### src/psd_defs.svh
`ifndef PSD_DEFS_SVH
`define PSD_DEFS_SVH

`define PSD_OFF_TABLE_PAGE   12'h000
`define PSD_OFF_VIS_PAGE     12'h004
`define PSD_OFF_CORE_CTRL    12'h008
`define PSD_OFF_STATUS       12'h00C
`define PSD_OFF_LAST_ADDR    12'h010
`define PSD_OFF_LAST_DATA    12'h014
`define PSD_OFF_GEOMETRY     12'h018

`define PSD_CTRL_REMAP_BIT   2
`define PSD_PAGE_TOP_BIT     7
`define PSD_WINDOW_BIT       15
`define PSD_PADDR_TOP_BIT    23
`define PSD_PAGE_RESET       8'h00
`define PSD_CTRL_RESET       16'h0000

`define PSD_ROW_INSTR        16'h0040
`define PSD_ERASE_INSTR      16'h0200
`define PSD_ROW_BYTES        16'h00C0
`define PSD_ERASE_BYTES      16'h0600

`define PSD_STALL_NONE       2'h0
`define PSD_STALL_ONE        2'h1
`define PSD_STALL_TWO        2'h2

`endif

### src/psd_pkg.sv
package psd_pkg;
    typedef enum logic [2:0] {
        PSD_OP_NONE,
        PSD_OP_DATA_READ,
        PSD_OP_TABLE_READ_LOW,
        PSD_OP_TABLE_READ_HIGH,
        PSD_OP_TABLE_WRITE_LOW,
        PSD_OP_TABLE_WRITE_HIGH,
        PSD_OP_FETCH
    } psd_op_t;

    typedef enum logic [1:0] {
        PSD_LOOP_NONE,
        PSD_LOOP_EDGE,
        PSD_LOOP_MIDDLE
    } psd_loop_t;

    typedef enum {
        PSD_ST_IDLE,
        PSD_ST_STALL
    } psd_state_t;
endpackage

### src/psd_bridge.sv
`include "psd_defs.svh"

// Functional notes
// - table address is table page above the 16-bit operand address, 24 bits
// - table page top bit 0 selects user memory, 1 selects configuration memory
// - remap address is visibility page above low 15 operand address bits
// - remap path always forces program address bit 23 to zero
// - remap ignores operand bit 15; program bit 15 is visibility page bit 0
// - remap only when operand top bit and core control bit 2 are set
// - every data address from 8000h maps to a program word when enabled
// - visibility page picks one of 256 pages of 16K words
// - remapped reads return only the low 16 bits of the program word
// - program words advance by two; low and high lanes share addresses
// - low-lane word table read returns program bits 15 to 0
// - low-lane byte read returns upper byte if select 1, else lower
// - high-lane word read returns bits 23 to 16, upper result byte zero
// - high-lane byte read with select 1 returns zero
// - remapped read adds stall cycles, except on middle loop iterations, since two fetches are needed
// - remap is suspended during any table read or write
// - outside loops: copy instrs one extra cycle, others two
// - in loops: first, last, interrupt exit, re-entry cost two cycles
// - other loop iterations complete the remapped access without stall
// - writes are one word or 64-instruction rows; erase 512 instructions (code does single-word table writes only; geometry reports 64 and 512)
// - table address comes from table page bits 7 to 0 plus operand address
module psd_bridge
    import psd_pkg::*;
(
    input  wire logic        pclk,
    input  wire logic        presetn,
    input  wire logic        psel,
    input  wire logic        penable,
    input  wire logic        pwrite,
    input  wire logic [11:0] paddr,
    input  wire logic [31:0] pwdata,
    output logic      [31:0] prdata,
    output logic             pready,
    output logic             pslverr,
    input  wire logic        core_req,
    input  wire psd_op_t     core_op,
    input  wire logic [15:0] operand_addr,
    input  wire logic        core_byte_mode,
    input  wire logic [15:0] core_wdata,
    input  wire logic [22:0] core_pc,
    input  wire logic        copy_instr,
    input  wire psd_loop_t   core_loop,
    output logic             core_stall,
    output logic             core_done,
    output logic [15:0]      core_rdata,
    output logic [23:0]      prog_instr,
    output logic             mem_req,
    output logic             mem_we,
    output logic             mem_config,
    output logic [23:0]      mem_addr,
    output logic [23:0]      mem_wdata,
    output logic [2:0]       mem_wlanes,
    input  wire logic [23:0] mem_rdata
);

    logic [7:0]  table_page_q;
    logic [7:0]  table_page_d;
    logic [7:0]  visibility_page_q;
    logic [7:0]  visibility_page_d;
    logic [15:0] core_control_reg_q;
    logic [15:0] core_control_reg_d;
    logic [23:0] last_addr_q;
    logic [23:0] last_addr_d;
    logic [15:0] last_data_q;
    logic [15:0] last_data_d;
    logic [7:0]  remap_count_q;
    logic [7:0]  remap_count_d;
    psd_state_t  state_q;
    psd_state_t  state_d;
    logic [1:0]  stall_q;
    logic [1:0]  stall_d;
    logic [15:0] rdata_q;
    logic [15:0] rdata_d;
    logic        done_q;
    logic        done_d;

    logic        remap_enable;
    logic        is_table;
    logic        is_remap;
    logic        byte_sel;
    logic [23:0] table_addr;
    logic [23:0] remap_addr;
    logic [15:0] read_result;
    logic [1:0]  stall_need;
    logic        apb_wr;

    assign apb_wr  = psel && penable && pwrite;
    assign pready  = 1'b1;
    assign pslverr = 1'b0;

    assign remap_enable = core_control_reg_q[`PSD_CTRL_REMAP_BIT];
    assign is_table     = (core_op == PSD_OP_TABLE_READ_LOW) ||
                          (core_op == PSD_OP_TABLE_READ_HIGH) ||
                          (core_op == PSD_OP_TABLE_WRITE_LOW) ||
                          (core_op == PSD_OP_TABLE_WRITE_HIGH);
    // data reads from 8000h up with enable set go to program space
    assign is_remap     = (core_op == PSD_OP_DATA_READ) && !is_table &&
                          operand_addr[`PSD_WINDOW_BIT] && remap_enable;
    assign byte_sel     = core_byte_mode && operand_addr[0];
    assign table_addr   = {table_page_q, operand_addr};
    assign remap_addr   = {1'b0, visibility_page_q,
                           operand_addr[`PSD_WINDOW_BIT - 1:0]};

    // lane and byte selection of returned word
    always_comb
    begin
        read_result = mem_rdata[15:0];
        if (core_op == PSD_OP_TABLE_READ_LOW && core_byte_mode)
        begin
            read_result = {8'h00, byte_sel ? mem_rdata[15:8] : mem_rdata[7:0]};
        end
        else if (core_op == PSD_OP_TABLE_READ_HIGH)
        begin
            read_result = (core_byte_mode && byte_sel) ? 16'h0000
                                                        : {8'h00, mem_rdata[23:16]};
        end
    end

    // extra cycles for remapped accesses
    always_comb
    begin
        stall_need = `PSD_STALL_NONE;
        if (is_remap)
        begin
            unique case (core_loop)
                PSD_LOOP_NONE:   stall_need = copy_instr ? `PSD_STALL_ONE
                                                         : `PSD_STALL_TWO;
                PSD_LOOP_EDGE:   stall_need = `PSD_STALL_TWO;
                PSD_LOOP_MIDDLE: stall_need = `PSD_STALL_NONE;
            endcase
        end
    end

    // memory port
    always_comb
    begin
        mem_req    = core_req && (is_table || is_remap || core_op == PSD_OP_FETCH);
        mem_we     = core_req && (core_op == PSD_OP_TABLE_WRITE_LOW ||
                                  core_op == PSD_OP_TABLE_WRITE_HIGH);
        mem_config = is_table && table_page_q[`PSD_PAGE_TOP_BIT];
        mem_addr   = table_addr;
        if (is_remap)
        begin
            mem_addr = remap_addr;
        end
        else if (core_op == PSD_OP_FETCH)
        begin
            mem_addr = {1'b0, core_pc[22:1], 1'b0};
        end
        mem_wdata  = {core_wdata[7:0], core_wdata};
        mem_wlanes = 3'h0;
        if (core_op == PSD_OP_TABLE_WRITE_LOW)
        begin
            mem_wlanes = core_byte_mode ? (byte_sel ? 3'h2 : 3'h1) : 3'h3;
            mem_wdata  = byte_sel ? {8'h00, core_wdata[7:0], 8'h00}
                                  : {8'h00, core_wdata};
        end
        else if (core_op == PSD_OP_TABLE_WRITE_HIGH)
        begin
            mem_wlanes = (core_byte_mode && byte_sel) ? 3'h0 : 3'h4;
        end
    end

    assign prog_instr = mem_rdata;
    assign core_stall = core_req && (state_q == PSD_ST_IDLE) && (stall_need != `PSD_STALL_NONE)
                        || (state_q == PSD_ST_STALL);
    assign core_done  = done_q;
    assign core_rdata = rdata_q;

    // request sequencing
    always_comb
    begin
        state_d       = state_q;
        stall_d       = stall_q;
        rdata_d       = rdata_q;
        done_d        = 1'b0;
        last_addr_d   = last_addr_q;
        last_data_d   = last_data_q;
        remap_count_d = remap_count_q;
        unique case (state_q)
            PSD_ST_IDLE:
            begin
                if (core_req && core_op != PSD_OP_NONE)
                begin
                    last_addr_d = mem_addr;
                    rdata_d     = read_result;
                    last_data_d = read_result;
                    if (is_remap)
                    begin
                        remap_count_d = remap_count_q + 8'h01;
                    end
                    if (stall_need != `PSD_STALL_NONE)
                    begin
                        state_d = PSD_ST_STALL;
                        stall_d = stall_need - `PSD_STALL_ONE;
                    end
                    else
                    begin
                        done_d = 1'b1;
                    end
                end
            end
            PSD_ST_STALL:
            begin
                if (stall_q == `PSD_STALL_NONE)
                begin
                    state_d = PSD_ST_IDLE;
                    done_d  = 1'b1;
                end
                else
                begin
                    stall_d = stall_q - `PSD_STALL_ONE;
                end
            end
        endcase
    end

    // register writes
    always_comb
    begin
        table_page_d       = table_page_q;
        visibility_page_d  = visibility_page_q;
        core_control_reg_d = core_control_reg_q;
        if (apb_wr)
        begin
            unique case (paddr)
                `PSD_OFF_TABLE_PAGE: table_page_d       = pwdata[7:0];
                `PSD_OFF_VIS_PAGE:   visibility_page_d  = pwdata[7:0];
                `PSD_OFF_CORE_CTRL:  core_control_reg_d = pwdata[15:0];
                default:             ;
            endcase
        end
    end

    // register reads
    always_comb
    begin
        prdata = 32'h0000_0000;
        unique case (paddr)
            `PSD_OFF_TABLE_PAGE: prdata = {24'h000000, table_page_q};
            `PSD_OFF_VIS_PAGE:   prdata = {24'h000000, visibility_page_q};
            `PSD_OFF_CORE_CTRL:  prdata = {16'h0000, core_control_reg_q};
            `PSD_OFF_STATUS:     prdata = {16'h0000, remap_count_q, 5'h00,
                                           state_q == PSD_ST_STALL, stall_q};
            `PSD_OFF_LAST_ADDR:  prdata = {8'h00, last_addr_q};
            `PSD_OFF_LAST_DATA:  prdata = {16'h0000, last_data_q};
            `PSD_OFF_GEOMETRY:   prdata = {`PSD_ERASE_INSTR, `PSD_ROW_INSTR};
            default:             prdata = 32'h0000_0000;
        endcase
    end

    always_ff @(posedge pclk or negedge presetn)
    begin
        if (!presetn)
        begin
            table_page_q       <= `PSD_PAGE_RESET;
            visibility_page_q  <= `PSD_PAGE_RESET;
            core_control_reg_q <= `PSD_CTRL_RESET;
            state_q            <= PSD_ST_IDLE;
            stall_q            <= `PSD_STALL_NONE;
            rdata_q            <= 16'h0000;
            done_q             <= 1'b0;
            last_addr_q        <= 24'h000000;
            last_data_q        <= 16'h0000;
            remap_count_q      <= 8'h00;
        end
        else
        begin
            table_page_q       <= table_page_d;
            visibility_page_q  <= visibility_page_d;
            core_control_reg_q <= core_control_reg_d;
            state_q            <= state_d;
            stall_q            <= stall_d;
            rdata_q            <= rdata_d;
            done_q             <= done_d;
            last_addr_q        <= last_addr_d;
            last_data_q        <= last_data_d;
            remap_count_q      <= remap_count_d;
        end
    end

    property p_remap_top_zero;
        @(posedge pclk) disable iff (!presetn)
        is_remap |-> (mem_addr[`PSD_PADDR_TOP_BIT] == 1'b0) && !mem_config;
    endproperty
    a_remap_top_zero: assert property (p_remap_top_zero)
        else $error("remap address bit 23 not clear");

    property p_remap_page_bit;
        @(posedge pclk) disable iff (!presetn)
        is_remap |-> mem_addr[15] == visibility_page_q[0]
            && mem_addr[22:16] == visibility_page_q[7:1];
    endproperty
    a_remap_page_bit: assert property (p_remap_page_bit)
        else $error("remap page bits misplaced");

    property p_table_addr;
        @(posedge pclk) disable iff (!presetn)
        (core_req && is_table) |-> mem_addr == {table_page_q, operand_addr}
            && mem_config == table_page_q[7];
    endproperty
    a_table_addr: assert property (p_table_addr)
        else $error("table address wrong");

    property p_no_remap_when_off;
        @(posedge pclk) disable iff (!presetn)
        (!remap_enable || !operand_addr[15]) |-> !is_remap;
    endproperty
    a_no_remap_when_off: assert property (p_no_remap_when_off)
        else $error("remap without enable");

    property p_high_phantom;
        @(posedge pclk) disable iff (!presetn)
        (core_op == PSD_OP_TABLE_READ_HIGH) |-> read_result[15:8] == 8'h00;
    endproperty
    a_high_phantom: assert property (p_high_phantom)
        else $error("phantom byte not zero");

    property p_copy_one_stall;
        @(posedge pclk) disable iff (!presetn)
        (state_q == PSD_ST_IDLE && core_req && is_remap && copy_instr
            && core_loop == PSD_LOOP_NONE)
            |=> core_stall ##1 (core_done && !core_stall);
    endproperty
    a_copy_one_stall: assert property (p_copy_one_stall)
        else $error("copy remap stall length wrong");

    property p_edge_two_stall;
        @(posedge pclk) disable iff (!presetn)
        (state_q == PSD_ST_IDLE && core_req && is_remap && core_loop == PSD_LOOP_EDGE)
            |=> core_stall [*2] ##1 core_done;
    endproperty
    a_edge_two_stall: assert property (p_edge_two_stall)
        else $error("loop edge stall length wrong");

    property p_middle_nostall;
        @(posedge pclk) disable iff (!presetn)
        (state_q == PSD_ST_IDLE && core_req && is_remap && core_loop == PSD_LOOP_MIDDLE)
            |-> !core_stall ##1 core_done;
    endproperty
    a_middle_nostall: assert property (p_middle_nostall)
        else $error("loop middle stalled");

    property p_other_two_stall;
        @(posedge pclk) disable iff (!presetn)
        (state_q == PSD_ST_IDLE && core_req && is_remap && !copy_instr
            && core_loop == PSD_LOOP_NONE) |=> core_stall [*2] ##1 core_done;
    endproperty
    a_other_two_stall: assert property (p_other_two_stall)
        else $error("remap stall length wrong");

    property p_remap_low_word;
        @(posedge pclk) disable iff (!presetn)
        is_remap |-> read_result == mem_rdata[15:0];
    endproperty
    a_remap_low_word: assert property (p_remap_low_word)
        else $error("remap read not low word");

    property p_low_byte;
        @(posedge pclk) disable iff (!presetn)
        (core_op == PSD_OP_TABLE_READ_LOW && core_byte_mode)
            |-> read_result == {8'h00, operand_addr[0] ? mem_rdata[15:8] : mem_rdata[7:0]};
    endproperty
    a_low_byte: assert property (p_low_byte)
        else $error("low byte select wrong");

    property p_fetch_addr;
        @(posedge pclk) disable iff (!presetn)
        (core_req && core_op == PSD_OP_FETCH)
            |-> mem_addr == {1'b0, core_pc[22:1], 1'b0} && !mem_config;
    endproperty
    a_fetch_addr: assert property (p_fetch_addr)
        else $error("fetch address wrong");

endmodule // psd_bridge

### config.mk
export PLATFORM = sky130hd
export DESIGN_NAME = psd_bridge
export DESIGN_NICKNAME = d
export VERILOG_FILES = /design/src/psd_pkg.sv /design/src/psd_bridge.sv
export VERILOG_INCLUDE_DIRS = /design/src
export SDC_FILE = /design/constraint.sdc
export NUM_CORES = 1
export LEC_CHECK = 0
export ABC_AREA = 1
export BUFFER_PORTS_ARGS = -buffer_cell sky130_fd_sc_hd__buf_2
export CELL_PAD_IN_SITES_DETAIL_PLACEMENT = 2
export CELL_PAD_IN_SITES_GLOBAL_PLACEMENT = 2
export CORE_UTILIZATION = 21
export CTS_CLUSTER_SIZE = 28
export DETAILED_ROUTE_END_ITERATION = 6
export GPL_ROUTABILITY_DRIVEN = 0
export MAX_ROUTING_LAYER = met4
export PLACE_DENSITY_LB_ADDON = 0.1
export REMOVE_ABC_BUFFERS = 1
export SLEW_MARGIN = 25
export SYNTH_ARGS = -nofsm -noshare
export SYNTH_HDL_FRONTEND = slang
export SYNTH_SLANG_ARGS = --single-unit
### constraint.sdc
create_clock -name pclk -period 1.3 [get_ports pclk]
set_input_delay 0.26 -clock pclk [delete_from_list [all_inputs] [get_ports pclk]]
set_output_delay 0.26 -clock pclk [all_outputs]
set_load 0.01 [all_outputs]
==> metrics.yaml <==
power:
  leakagePower_uw: 0.00559
  clkPwrFrac: 0.331
  power.internal_uw: 5290
  power_frac_seq: 0.368
  combPwrFrac: 0.301
  switchingPower_uw: 2560
  swShare: 0.326
  power_density_mw_per_mm2: 710
  peakVddDrop_uv: 584
cts:
  cts_htree_levels: 3
  cts.sinks: 84
  clk_latency_ps: 350
  clk_path_buf_depth: 2
  clock-root-buffer: "clkbuf_16"
  clk_pin_slew_ps: 70
  cts_tree: "built"
  cts_made_buffers: 9
place:
  dp_hpwl_um: 20200
  io_buffers: 239
  placed_cell_area_sq_mm: 0.00779
final_layout:
  design_area_sq_mm: 0.0110
  num_antenna_cells: 0
  nFillCells: 2830
  drive_gt1_frac: 0.598
  final_net_count: 1334
  area_growth_pct: 101
logic_synthesis:
  synthXorXnorAreaFrac: 0.00637
  yosysTopAreaCellShare: 0.382
  ys_seq_elements: 84
  synth_compound_area_frac: 0.0964
  synth_top_family_by_area: "simple AND/OR/NAND/NOR gates"
  yosys_warnings: 0
  synth_cell_types: 28
  synthMuxAreaShare: 0
  avgSynthCellArea_sq_um: 6.72
  syn_inst: 819
  synth_top_area_cell: "dfrtp_1"
  synthTopCellsByArea: "dfrtp_1 (38%), nand2_1 (20%), inv_1 (5.9%), buf_4 (5.3%), nand3_1 (5.2%)"
  seq_area_frac_synth: 0.382
  synthSimpleGateAreaFrac: 0.364
  netlist_area_sq_mm: 0.00550
  synthAdderAreaFrac: 0.00455
run:
  drv_cap: 0
floorplanning:
  die_y_um: 164
  rows: 58
  io_pins: 266
  die_area_sq_mm: 0.0268
  core_sq_mm: 0.0255
  initial_core_util: 0.216
  die_x_um: 164
run_status:
  status: "finished with violations"
  violations: "setup timing"
global_route:
  grt_antenna_before_repair: 0
  grt_pass1_vias: 7512
  grt_start_max_net_pins: 27
  overflow: 0
  track_usage: 0.220
  grt_pass1_wl_um: 42600
sta:
  finalHoldWorstSlack_ps: 143
  slew_violations: 0
  setup_viol: 144
  finalHoldViolations: 0
  setup_ws_ps: -495
  post-route-period-util: 1.38
  clock-skew-final_ps: 11.4
  fmax_mhz: 557
  rsz0062_at_grt: "true"
  fin_crit_ps: 1790
  fin_setup_tns_ps: -27090
min_path:
  min_path_type: "primary input to flop"
setup_path:
  arrival_ps: 1530
  cp.required_ps: 1040
  path_class: "flop to output port"
  critPathCaptureType: "output port"
  critPathLaunchType: "flop"
  cp_max_fo: 8
route:
  viasPerCell: 4.59
  num_vias: 7026
  antenna_left: 0
  drtIter0Drc: 186
  wl_per_cell_um: 19.8
  drc: 0
  drt-total-wl_um: 30200
  dr.pass1.iters: 4
[flip-flops by register name (all words and copies together), names as in the netlist]
| signal | flops |
|---|---|
| state_q | 1 |
| core_done | 1 |
| remap_count_q | 8 |
| visibility_page_q | 8 |
| core_control_reg_q | 16 |
| last_addr_q | 24 |
| core_rdata | 16 |
| table_page_q | 8 |
| stall_q | 2 |
[per-layer routing]
layer,share of wire,track usage
met2,0.52,0.393
met3,0.032,0.0232
met1,0.41,0.257
met4,0.038,0.0699
met5,0,-
[area by class of cell]
| class | count | area (sq um) | area share |
|---|---|---|---|
| Clock buffer | 10 | 239 | 0.0216 |
| Clock inverter | 6 | 47.5 | 0.00431 |
| Inverter | 91 | 369 | 0.0334 |
| Multi-Input combinational cell | 576 | 3910 | 0.354 |
| Sequential cell | 84 | 2100 | 0.190 |
| Tap cell | 330 | 413 | 0.0374 |
| Timing Repair Buffer | 434 | 3960 | 0.358 |
[kinds of logic (layout without fill, tap and decap cells)]
family          Yosys count  in the layout
other cells               2              9
buf+inv                 166            541
flops                    84             84
fa+ha+maj                 2              2
compound gates           97             97
simple gates            464            464
xor+xnor                  4              4
[critical path, stage by stage, from the launching register on]
cell	delay [ps]
dfrtp_1	390
nand2_2	90
nor2_4	200
nor2_4	60
buf_12	160
nand2_4	60
nand2_2	70
buf_6	130
[path summary, 6_finish.rpt]
kind                       depth (start not counted)  slack (ps)                  start                     end
max                                                7        -490  core_control_reg_q[2]            mem_addr[19]
min                                                3         140             pwdata[13]  core_control_reg_q[13]
max reg2reg                                       10        -340  core_control_reg_q[2]        remap_count_q[5]
min reg2reg                                        2         470        last_addr_q[22]         last_addr_q[22]
max in group asynchronous                          3         410                presetn        remap_count_q[1]
min in group asynchronous                          2         370                presetn    visibility_page_q[1]
[layout by cell type, fill, tap and decap left out, types with 4 or more instances in the layout]
cell type	synthesis	final
inv_1	87	75
nand2_4	0	61
nand3_1	57	26
o211ai_1	4	4
nand2_8	0	4
nand3_2	5	26
o21ai_1	6	31
buf_16	0	6
clkbuf_16	0	16
inv_2	4	10
a21oi_2	0	8
o21ai_0	56	14
buf_4	39	86
buf_6	0	100
conb_1	2	9
o21a_1	12	12
buf_8	0	17
buf_2	22	184
nand3_4	0	10
nor2_1	59	28
o21ai_2	0	17
buf_12	0	33
nand4_1	39	39
nor2_4	4	25
a21oi_1	15	7
nand2_1	286	142
nor2_2	5	15
nand2_2	2	81
dfrtp_1	84	84
[repair_timing]
item | 4_1_cts | 5_1_grt
resized for setup | 296 | 290
setup buffers | 51 | 29
cloned | 14 | 7
hold buffers | 1 | 0
pin swaps | 72 | 72
hold endpoints to repair | 21 | 0
setup endpoints to repair | 121 | 143
[synthesized netlist by cell type, drive strengths merged]
cell,instances
nand2,288
inv,91
dfrtp,84
nor2,68
nand3,62
o21ai,62
buf,61
nand4,39
a21oi,15
clkbuf,14
o21a,12
a31oi,4
o211ai,4
nor3,3
or2,3
xor2,3
conb,2
ha,2
nand3b,1
xnor2,1
[power groups by stage]
stage               sequential (uW)  clock [uW]  combinational (uW)
finish                         2890        2590                2360
global route                   2900        2770                2540
CTS                            2870        2660                1970
detailed placement             2920           0                1520
global placement               2910           0                1500
floorplan                      2910           0                 493
[per-stage QoR]
stage,utilization,std cells,setup WS [ps],power (uW)
6_report,0.434,1531,-495,7840
5_1_grt,0.434,1531,-549,8220
4_1_cts,0.387,1507,-475,7500
3_3_place_gp,0.306,1433,-492,4410
3_5_place_dp,0.306,1433,-501,4440
2_1_floorplan,-,751,-1530,3400
Power figures use the tool's default switching activity.
